===== src/rtl/cmpsr_pkg.sv =====
// package: register map, field layout and reset values of the comparator regs
package cmpsr_pkg;

   // -----------------------------------------------------------------
   // bus geometry
   // -----------------------------------------------------------------
   localparam int unsigned ADDR_W   = 8;
   localparam int unsigned DATA_W   = 32;
   localparam int unsigned REG_W    = 16;
   localparam int unsigned NUM_CMP  = 3;

   // -----------------------------------------------------------------
   // byte offsets
   // -----------------------------------------------------------------
   localparam logic [ADDR_W-1:0] OFS_CTRL1    = 8'h00;
   localparam logic [ADDR_W-1:0] OFS_CTRL2    = 8'h04;
   localparam logic [ADDR_W-1:0] OFS_CTRL3    = 8'h08;
   localparam logic [ADDR_W-1:0] OFS_STATUS   = 8'h0C;
   localparam logic [ADDR_W-1:0] OFS_INT_STAT = 8'h10;
   localparam logic [ADDR_W-1:0] OFS_INT_CLR  = 8'h14;
   localparam logic [ADDR_W-1:0] OFS_INT_EN   = 8'h18;

   // -----------------------------------------------------------------
   // comparator_control fields
   // -----------------------------------------------------------------
   localparam int unsigned CTL_EVENT_BIT  = 9;
   localparam int unsigned CTL_OUTPUT_BIT = 8;
   localparam int unsigned CTL_NONINV_BIT = 4;
   localparam int unsigned CTL_INV_LSB    = 0;
   localparam int unsigned INV_W          = 2;

   // inverting input channel codes
   localparam logic [1:0] INV_PIN_B     = 2'h0;
   localparam logic [1:0] INV_PIN_C     = 2'h1;
   localparam logic [1:0] INV_PIN_D     = 2'h2;
   localparam logic [1:0] INV_HALF_BGAP = 2'h3;

   // -----------------------------------------------------------------
   // comparator_module_status fields
   // -----------------------------------------------------------------
   localparam int unsigned STAT_IDLE_BIT  = 15;
   localparam int unsigned STAT_EVENT_LSB = 8;
   localparam int unsigned STAT_OUT_LSB   = 0;

   // -----------------------------------------------------------------
   // reset values and responses
   // -----------------------------------------------------------------
   localparam logic [1:0] RST_INV    = 2'h0;
   localparam logic       RST_NONINV = 1'b0;
   localparam logic       RST_IDLE   = 1'b0;
   localparam logic [2:0] RST_IRQ    = 3'h0;
   localparam logic       RST_READY  = 1'b1;
   localparam logic [1:0] RESP_OKAY   = 2'h0;
   localparam logic [1:0] RESP_SLVERR = 2'h2;

   typedef enum logic [2:0] {
      CMPSR_SEL_CTRL1,
      CMPSR_SEL_CTRL2,
      CMPSR_SEL_CTRL3,
      CMPSR_SEL_STATUS,
      CMPSR_SEL_INT_STAT,
      CMPSR_SEL_INT_CLR,
      CMPSR_SEL_INT_EN,
      CMPSR_SEL_NONE
   } cmpsr_sel_t;

endpackage


===== src/rtl/cmpsr_regs.sv =====
// comparator select and status register bank with an AXI4-Lite slave
`timescale 1ns/100ps
`default_nettype none

module cmpsr_regs #(
   parameter int unsigned NCMP = 3               // comparator count
) (
   input  wire logic                           i_clk,       // 125 MHz clock
   input  wire logic                           i_rst_b,     // async reset
   input  wire logic                           i_idle,      // system idle
   input  wire logic [NCMP-1:0]                i_cmp_event, // cell events
   input  wire logic [NCMP-1:0]                i_cmp_out,   // cell outputs
   output var  logic [NCMP-1:0]                o_noninv_sel,// 1: internal
   output var  logic [NCMP*cmpsr_pkg::INV_W-1:0] o_inv_sel, // inverting mux
   output var  logic                           o_irq,       // level irq
   input  wire logic [cmpsr_pkg::ADDR_W-1:0]   s_axi_awaddr,  // wr addr
   input  wire logic                           s_axi_awvalid, // wr addr vld
   output var  logic                           s_axi_awready, // wr addr rdy
   input  wire logic [cmpsr_pkg::DATA_W-1:0]   s_axi_wdata,   // wr data
   input  wire logic [3:0]                     s_axi_wstrb,   // byte lanes
   input  wire logic                           s_axi_wvalid,  // wr data vld
   output var  logic                           s_axi_wready,  // wr data rdy
   output var  logic [1:0]                     s_axi_bresp,   // wr resp
   output var  logic                           s_axi_bvalid,  // wr resp vld
   input  wire logic                           s_axi_bready,  // wr resp rdy
   input  wire logic [cmpsr_pkg::ADDR_W-1:0]   s_axi_araddr,  // rd addr
   input  wire logic                           s_axi_arvalid, // rd addr vld
   output var  logic                           s_axi_arready, // rd addr rdy
   output var  logic [cmpsr_pkg::DATA_W-1:0]   s_axi_rdata,   // rd data
   output var  logic [1:0]                     s_axi_rresp,   // rd resp
   output var  logic                           s_axi_rvalid,  // rd data vld
   input  wire logic                           s_axi_rready   // rd data rdy
);
   import cmpsr_pkg::*;

   // -----------------------------------------------------------------
   // elaboration check
   // -----------------------------------------------------------------
   if (NCMP != NUM_CMP) begin : g_bad_ncmp
      $error("cmpsr_regs: status layout serves exactly three comparators");
   end

   if (DATA_W != 32) begin : g_bad_data
      $error("cmpsr_regs: bus data must be one 32-bit word");
   end

   if (ADDR_W < 5) begin : g_bad_addr
      $error("cmpsr_regs: register map needs five address bits");
   end

   // -----------------------------------------------------------------
   // state
   // -----------------------------------------------------------------
   typedef struct packed {
      // synchronised cell inputs
      logic [NCMP-1:0]       evt_s1;
      logic [NCMP-1:0]       evt_s2;
      logic [NCMP-1:0]       evt_prev;
      logic [NCMP-1:0]       out_s1;
      logic [NCMP-1:0]       out_s2;
      // register fields
      logic [NCMP-1:0]       noninv;
      logic [NCMP*INV_W-1:0] inv;
      logic                  stop_idle;
      logic [NCMP-1:0]       irq_stat;
      logic [NCMP-1:0]       irq_en;
      logic                  irq;
      // bus channels
      logic                  aw_full;
      logic [ADDR_W-1:0]     aw_addr;
      logic                  w_full;
      logic [REG_W-1:0]      w_data;
      logic [1:0]            w_strb;
      logic                  bvalid;
      logic [1:0]            bresp;
      logic                  rvalid;
      logic [DATA_W-1:0]     rdata;
      logic [1:0]            rresp;
      logic                  aw_rdy;
      logic                  w_rdy;
      logic                  ar_rdy;
   } cmpsr_state_t;

   cmpsr_state_t state_q;
   cmpsr_state_t state_d;

   // -----------------------------------------------------------------
   // helpers
   // -----------------------------------------------------------------
   // register select from a byte address
   function automatic cmpsr_sel_t decode(input logic [ADDR_W-1:0] addr);
      cmpsr_sel_t sel;
      sel = CMPSR_SEL_NONE;
      unique case (addr)
         OFS_CTRL1:    sel = CMPSR_SEL_CTRL1;
         OFS_CTRL2:    sel = CMPSR_SEL_CTRL2;
         OFS_CTRL3:    sel = CMPSR_SEL_CTRL3;
         OFS_STATUS:   sel = CMPSR_SEL_STATUS;
         OFS_INT_STAT: sel = CMPSR_SEL_INT_STAT;
         OFS_INT_CLR:  sel = CMPSR_SEL_INT_CLR;
         OFS_INT_EN:   sel = CMPSR_SEL_INT_EN;
         default:      sel = CMPSR_SEL_NONE;
      endcase
      return sel;
   endfunction

   // merge 16-bit write data into an old value under the two low strobes
   function automatic logic [REG_W-1:0] merge(
      input logic [REG_W-1:0] old_v,
      input logic [REG_W-1:0] new_v,
      input logic [1:0]       strb
   );
      logic [REG_W-1:0] res;
      res = old_v;
      if (strb[0]) begin
         res[7:0] = new_v[7:0];
      end
      if (strb[1]) begin
         res[15:8] = new_v[15:8];
      end
      return res;
   endfunction

   // control register image of comparator n
   function automatic logic [REG_W-1:0] ctrl_image(
      input cmpsr_state_t s,
      input int unsigned  n
   );
      logic [REG_W-1:0] img;
      img = '0;
      img[CTL_EVENT_BIT]  = s.evt_s2[n];
      img[CTL_OUTPUT_BIT] = s.out_s2[n];
      img[CTL_NONINV_BIT] = s.noninv[n];
      img[CTL_INV_LSB +: INV_W] = s.inv[n*INV_W +: INV_W];
      return img;
   endfunction

   // -----------------------------------------------------------------
   // next state
   // -----------------------------------------------------------------
   always_comb begin
      cmpsr_sel_t       wsel;
      cmpsr_sel_t       rsel;
      logic [REG_W-1:0] img;
      logic [NCMP-1:0]  evt_rise;
      logic [NCMP-1:0]  clr;
      logic             do_wr;
      int unsigned      idx;
      state_d  = state_q;
      wsel     = decode(state_q.aw_addr);
      rsel     = decode(s_axi_araddr);
      img      = '0;
      clr      = '0;
      idx      = 0;
      evt_rise = state_q.evt_s2 & ~state_q.evt_prev;
      // a write waits until its earlier response has been taken
      do_wr    = state_q.aw_full && state_q.w_full && !state_q.bvalid;

      // ------------------------------------------------------------
      // input synchronisers
      // ------------------------------------------------------------
      // cell signals come from the analog side: two flops first
      state_d.evt_s1   = i_cmp_event;
      state_d.evt_s2   = state_q.evt_s1;
      state_d.evt_prev = state_q.evt_s2;
      state_d.out_s1   = i_cmp_out;
      state_d.out_s2   = state_q.out_s1;

      // ------------------------------------------------------------
      // write address and data
      // ------------------------------------------------------------
      // write channels taken independently
      if (s_axi_awvalid && !state_q.aw_full) begin
         state_d.aw_full = 1'b1;
         state_d.aw_addr = s_axi_awaddr;
      end
      if (s_axi_wvalid && !state_q.w_full) begin
         state_d.w_full = 1'b1;
         state_d.w_data = s_axi_wdata[REG_W-1:0];
         state_d.w_strb = s_axi_wstrb[1:0];
      end
      if (state_q.bvalid && s_axi_bready) begin
         state_d.bvalid = 1'b0;
      end

      // ------------------------------------------------------------
      // register write
      // ------------------------------------------------------------
      if (do_wr) begin
         state_d.aw_full = 1'b0;
         state_d.w_full  = 1'b0;
         state_d.bvalid  = 1'b1;
         state_d.bresp   = RESP_OKAY;
         unique case (wsel)
            CMPSR_SEL_CTRL1, CMPSR_SEL_CTRL2, CMPSR_SEL_CTRL3: begin
               idx = (wsel == CMPSR_SEL_CTRL1) ? 0 :
                     (wsel == CMPSR_SEL_CTRL2) ? 1 : 2;
               // mirrors and reserved bits fall out of the merge
               img = merge(ctrl_image(state_q, idx), state_q.w_data,
                           state_q.w_strb);
               state_d.noninv[idx] = img[CTL_NONINV_BIT];
               state_d.inv[idx*INV_W +: INV_W] =
                  img[CTL_INV_LSB +: INV_W];
            end
            CMPSR_SEL_STATUS: begin
               // only stop-in-idle is stored; mirrors ignore writes
               if (state_q.w_strb[1]) begin
                  state_d.stop_idle = state_q.w_data[STAT_IDLE_BIT];
               end
            end
            CMPSR_SEL_INT_CLR: begin
               if (state_q.w_strb[0]) begin
                  clr = state_q.w_data[NCMP-1:0];
               end
            end
            CMPSR_SEL_INT_EN: begin
               if (state_q.w_strb[0]) begin
                  state_d.irq_en = state_q.w_data[NCMP-1:0];
               end
            end
            CMPSR_SEL_INT_STAT: begin
               state_d.bresp = RESP_OKAY;
            end
            CMPSR_SEL_NONE: begin
               state_d.bresp = RESP_SLVERR;
            end
         endcase
      end

      // ------------------------------------------------------------
      // interrupt
      // ------------------------------------------------------------
      // idle only masks the request; sticky status keeps collecting
      // sticky events: a new event wins over a clear in the same cycle
      state_d.irq_stat = (state_q.irq_stat & ~clr) | evt_rise;

      // interrupt from enabled status bits, gated by idle with stop-in-idle set
      state_d.irq = |(state_q.irq_stat & state_q.irq_en) &&
                    !(state_q.stop_idle && i_idle);

      // ------------------------------------------------------------
      // read channel
      // ------------------------------------------------------------
      // one read at a time: arready stays low while rvalid stands
      if (state_q.rvalid && s_axi_rready) begin
         state_d.rvalid = 1'b0;
      end
      if (s_axi_arvalid && !state_q.rvalid) begin
         state_d.rvalid = 1'b1;
         state_d.rresp  = RESP_OKAY;
         state_d.rdata  = '0;
         unique case (rsel)
            CMPSR_SEL_CTRL1: begin
               state_d.rdata[REG_W-1:0] = ctrl_image(state_q, 0);
            end
            CMPSR_SEL_CTRL2: begin
               state_d.rdata[REG_W-1:0] = ctrl_image(state_q, 1);
            end
            CMPSR_SEL_CTRL3: begin
               state_d.rdata[REG_W-1:0] = ctrl_image(state_q, 2);
            end
            CMPSR_SEL_STATUS: begin
               // everything not set here reads zero
               state_d.rdata[STAT_IDLE_BIT] = state_q.stop_idle;
               state_d.rdata[STAT_EVENT_LSB +: NCMP] =
                  state_q.evt_s2;
               state_d.rdata[STAT_OUT_LSB +: NCMP] =
                  state_q.out_s2;
            end
            CMPSR_SEL_INT_STAT: begin
               state_d.rdata[NCMP-1:0] = state_q.irq_stat;
            end
            CMPSR_SEL_INT_EN: begin
               state_d.rdata[NCMP-1:0] = state_q.irq_en;
            end
            CMPSR_SEL_INT_CLR: begin
               state_d.rdata = '0;
            end
            CMPSR_SEL_NONE: begin
               state_d.rresp = RESP_SLVERR;
            end
         endcase
      end

      // ------------------------------------------------------------
      // ready flags
      // ------------------------------------------------------------
      // kept as flops so that every bus output leaves a register
      state_d.aw_rdy = !state_d.aw_full;
      state_d.w_rdy  = !state_d.w_full;
      state_d.ar_rdy = !state_d.rvalid;
   end

   // -----------------------------------------------------------------
   // registers
   // -----------------------------------------------------------------
   always_ff @(posedge i_clk or negedge i_rst_b) begin
      if (!i_rst_b) begin
         state_q           <= '0;
         state_q.noninv    <= {NCMP{RST_NONINV}};
         state_q.inv       <= {NCMP{RST_INV}};
         state_q.stop_idle <= RST_IDLE;
         state_q.irq_en    <= RST_IRQ;
         state_q.irq_stat  <= RST_IRQ;
         state_q.bresp     <= RESP_OKAY;
         state_q.rresp     <= RESP_OKAY;
         state_q.aw_rdy    <= RST_READY;
         state_q.w_rdy     <= RST_READY;
         state_q.ar_rdy    <= RST_READY;
      end else begin
         state_q <= state_d;
      end
   end

   // -----------------------------------------------------------------
   // outputs
   // -----------------------------------------------------------------
   // all outputs straight from the state register
   assign o_noninv_sel  = state_q.noninv;
   assign o_inv_sel     = state_q.inv;
   assign o_irq         = state_q.irq;
   assign s_axi_awready = state_q.aw_rdy;
   assign s_axi_wready  = state_q.w_rdy;
   assign s_axi_bvalid  = state_q.bvalid;
   assign s_axi_bresp   = state_q.bresp;
   assign s_axi_arready = state_q.ar_rdy;
   assign s_axi_rvalid  = state_q.rvalid;
   assign s_axi_rdata   = state_q.rdata;
   assign s_axi_rresp   = state_q.rresp;

endmodule

`default_nettype wire


===== config.mk =====
export PLATFORM = sky130hd
export DESIGN_NAME = cmpsr_regs
export DESIGN_NICKNAME = d
export VERILOG_FILES = /design/src/rtl/cmpsr_pkg.sv /design/src/rtl/cmpsr_regs.sv
export SDC_FILE = /design/constraint.sdc
export NUM_CORES = 1
export LEC_CHECK = 0
export BUFFER_PORTS_ARGS = -buffer_cell sky130_fd_sc_hd__buf_2
export CAP_MARGIN = 25
export CORE_MARGIN = 2
export CORE_UTILIZATION = 49
export CTS_CLUSTER_SIZE = 14
export DETAILED_ROUTE_END_ITERATION = 12
export PLACE_DENSITY_LB_ADDON = 0.1
export REMOVE_ABC_BUFFERS = 1
export SYNTH_ARGS = -nofsm -noshare
export SYNTH_HDL_FRONTEND = slang
export SYNTH_SLANG_ARGS = --single-unit

===== constraint.sdc =====
create_clock -name i_clk -period 2.1 [get_ports i_clk]
set_input_delay 0 -clock i_clk [delete_from_list [all_inputs] [get_ports i_clk]]
set_output_delay 0 -clock i_clk [all_outputs]
set_load 0.01 [all_outputs]

* Word-level counts from Yosys, hierarchy flattened
Cells that the tools add are included.
Storage, ports and cells: register bits 81, word-level logic and storage cells 118
Operators by class: bitwise logic cells 6, eq/ne operators 24, $add $sub $neg 1, reductions and logical operators 28, muxes and demuxes 30, shift-type cells 3, order comparisons 2
Operators with widths (number):
- $eq 8x5->1 const B | 6
- $pmux 3 s7 | 2
- $mux 35 | 1
- $neg 3->34 | 1
- $shift 2x34->6 const A | 1
- $shiftx 2x34->6 | 1
- $eq 8x4->1 const B | 4
- $mux 19 | 1
- $eq 3x3->1 const B | 6
- $pmux 3 s6 | 1
- $eq 8x3->1 const B | 2
- $logic_not 8->1 | 2
- $mux 5 | 3
- $eq 3x2->1 const B | 4
- $mux 3 | 4
- $pmux 3 s4 | 1
- $logic_and 1x1->1 | 10
- $and 3x3->3 | 3
- $mux 9 | 1
- $logic_not 1->1 | 8
- $mux 2 | 4
- $mux 1 | 7
- $bwmux 6 | 1
- $eq 3x1->1 const B | 2
- 14 further kinds | 18

* Depth between registers and ports, before layout
depth after elaboration 12, depth in mapped cells 6, gate-level depth less buffers 4

* Least setup slack after synthesis
OpenSTA, ideal clock, no wires.
kind register to register, from register state_q[65] (netlist name), to register state_q[70] (netlist name), arrival 1.504 ns, library setup time 0.125 ns, stages on the path, launching flop included 5, buffers on the path 0, setup slack 0.471 ns, data required time 1.975 ns, path through dfrtp_1 > nor3_4 > nand2_2 > or3_4 > mux2_4
On the way: longest elaborated chain between the ends 4, elaborated cells between the ends (all ways) 10
RTL lines:
- start, declared | RTL line cmpsr_regs.sv:84 | cmpsr_state_t state_q;
- start signal, assigned | RTL line cmpsr_regs.sv:311 | state_q <= state_d;
- $eq 8x5->1 (tied with other cells) | RTL line cmpsr_regs.sv:94 | unique case (addr)
- $pmux 3 s7 (*) | RTL line cmpsr_regs.sv:94
- $eq 3x3->1 (*) | RTL line cmpsr_regs.sv:194 | unique case (wsel)
- $reduce_and 3->1 (no line) (*)
Every way passes the cells marked *; elsewhere a longest branch is shown, timed or not. A chain may end at the register's enable or synchronous reset.

* Worst setup path in the final report
from register state_q[62] (netlist name), to register state_q[70] (netlist name)
The elaborated chain is that of the path after synthesis.

==> results.toml <==
[sta]
final-setup-viol-count = 0
rsz0062_at_grt = "false"
worstMarginPinSlew_ns = 0.605
fin_setup_tns_ns = 0
hold_viol_final = 0
slew_violations = 0
max_slew_margin = 0.597
fmax_mhz = 613
period_share = 0.777
fin_skew_ns = 0.0112
layout_min_cycle_time_ns = 1.63
hold-worst-slack_ns = 0.0189

[clock_network]
cts_root_buf = "clkbuf_8"
numCtsBuffers = 9
cts_tree = "built"
cts-htree-levels = 3
cts.sinks = 64
cts_resized = 0
hold_buffers = 31
clockBufferDepth = 2
clk_latency_ns = 0.34
clk_pin_slew_worst_paths_ns = 0.08
post_cts_buffers = 0

[yosys]
synth_top_cell_by_area = "dfrtp_1"
synth_top_area_frac = 0.499
syn_inst = 268
synthArstFlopShare = 1.00
synth_flop_cell = "dfrtp_1"
yosys-top-cells-area = "dfrtp_1 (50%), buf_4 (11%), mux2_1 (4.4%)"
synth-adder-area-share = 0
synth-simple-area-share = 0.130
syn_area_um2 = 3060
yosys_warnings = 0
synth_top_family_by_area = "buffers and inverters"
syn_area_per_cell_um2 = 11.4
synth-xor-area-share = 0
synth-compound-area-share = 0.0925
synth_cell_types = 43
synth_edf_count = 0
synth_seq_cells = 64
synth_sequential_area_ratio = 0.525
synthMuxAreaShare = 0.119

[power]
pwr_density_cell_nw_per_um2 = 1080
finalPower_w = 0.00403
leakagePower_nw = 1.77
vdd_drop_max_mv = 0.792

[critical_path]
cp_cell_sequence = "nand4b_1 > or3_4 > mux2_4"
crit_path_start_kind = "flip-flop"
arrival_ns = 1.86
r2r_start = "state_q[62]"
cp_slowest_cell = "dfrtp_1"
critPathMaxStageDelay_ns = 0.57
worstSetupPathType = "flip-flop to flip-flop"
worstPathRequired_ns = 2.33
worstPathMaxFanout = 13
endpoint_kind = "flip-flop"
crit_start = "state_q[62]"

[global_route]
antenna_found_initial = 0
grt_pass1_wl_um = 9890
grt_max_degree = 41
globalRouteTotalUtil = 0.181
grt-ovfl-total = 0
grt_pass1_vias = 2017

[layout]
synthToLayoutAreaGrowth_pct = 21.6
antenna_cells = 0
drive_gt1_frac = 0.302
nFillCells = 505
design_area_um2 = 3720
fin_cells = 426
layout_common_cells = "buf_2 (61), dfrtp_1 (61), dlygate4sd3_1 (31), conb_1 (26), a21oi_1 (17)"
multi_input_area_um2 = 1140
seq_area_um2 = 1610
fin_nets = 412

[min_path]
hold_class = "primary input to flip-flop"
min_from = "s_axi_araddr[4]"

[placed_design]
gp_congestion = 0.766
dpl.hpwl_um = 4170
io_buffers = 61
placed_area_um2 = 3230
dpl.cell_count = 379

[routing]
drtPass1Iterations = 7
drc = 0
viasPerCell = 4.96
drtIter0Drc = 60
wire_per_inst_um = 14.0
wl_um = 5960
ant_nets = 0
dr_total_vias = 2111

[floorplan]
rows = 28
dieHeight_um = 83.0
io_pins = 117
fp.dieW_um = 83.0
die_area_um2 = 6890
initial_utilization = 0.510
core_area_um2 = 5990

[run_status]
run_status = "finished clean"

[run]
drv_cap = 0
[path summary, 6_finish.rpt]
path,depth (start not counted),slack (ns),end
worst min-delay path,3,0.02,s_axi_rresp[1]
worst max register to register,3,0.47,state_q[70]
max in group asynchronous,3,1.23,s_axi_awready
worst min register to register,0,0.35,state_d[93]
min in group asynchronous,2,0.19,s_axi_rdata[4]
worst max-delay path,3,0.47,state_q[70]
[metrics by stage]
stage                     worst slack (ns)  utilization
after floorplan                      0.471            -
after global placement               0.495        0.539
after detailed placement             0.491        0.539
after CTS                            0.475        0.621
after global routing                 0.302        0.621
final                                0.469        0.621
[layer usage]
metal | GRT usage | vias up | wire length (um)
met5 | 0 | - | 0
met4 | 0.0551 | 0 | 95
met3 | 0.0626 | 9 | 390
met2 | 0.275 | 84 | 2670
met1 | 0.246 | 987 | 2800
li1 | - | 1031 | -
[worst max-delay path, delay by kind of cell, from the launching register on]
kind | cells | cell delay (ns)
and+or+nand+nor | 2 | 0.64
muxes | 1 | 0.30
DFF | 1 | 0.57
[report_power, final]
| part | leakage [nW] | switching, W | internal, W |
|---|---|---|---|
| sequential | 0.779 | 0.000395 | 0.00158 |
| clock | 0.0926 | 0.000493 | 0.000463 |
| combinational | 0.902 | 0.000549 | 0.000556 |
| total | 1.77 | 0.00144 | 0.00260 |
[logic make-up after synthesis]
kind of cell | after synthesis
and+or+nand+nor | 64
buffers and inverters | 63
AOI/OAI and AO/OA | 47
muxes | 29
other | 1
DFF | 64
[registers in the layout, summed over array words and instances (netlist names)]
name and cells:
state_q 30, state_d 9, s_axi_rdata 8, o_inv_sel 6, o_noninv_sel 3, o_irq 1
s_axi_arready 1, s_axi_awready 1, s_axi_bresp 1, s_axi_bvalid 1, s_axi_rresp 1, s_axi_rvalid 1
s_axi_wready 1
[layout make-up]
cell class | instances | area share
clock inverter | 6 | 0.0118
sequential | 64 | 0.432
multi-input combinational | 166 | 0.306
inverter | 7 | 0.00706
clock buffer | 10 | 0.0370
timing repair buffer | 98 | 0.181
tap | 75 | 0.0252
[synthesized netlist by cell type (3+ instances only)]
cell type,count
mux2_2,4
inv_1,7
a31oi_1,5
o21ai_1,4
nand4b_1,4
mux2_1,12
a211o_1,3
nand4_1,3
a21oi_1,17
nor2b_1,6
nand2_1,14
nand3_1,6
clkbuf_1,8
mux2_4,3
mux4_2,3
nor2_1,11
mux2i_1,7
dfrtp_1,61
dfstp_2,3
o21ai_0,11
buf_4,45
a32oi_1,3
Note: power is estimated with default switching activity, not from simulation.
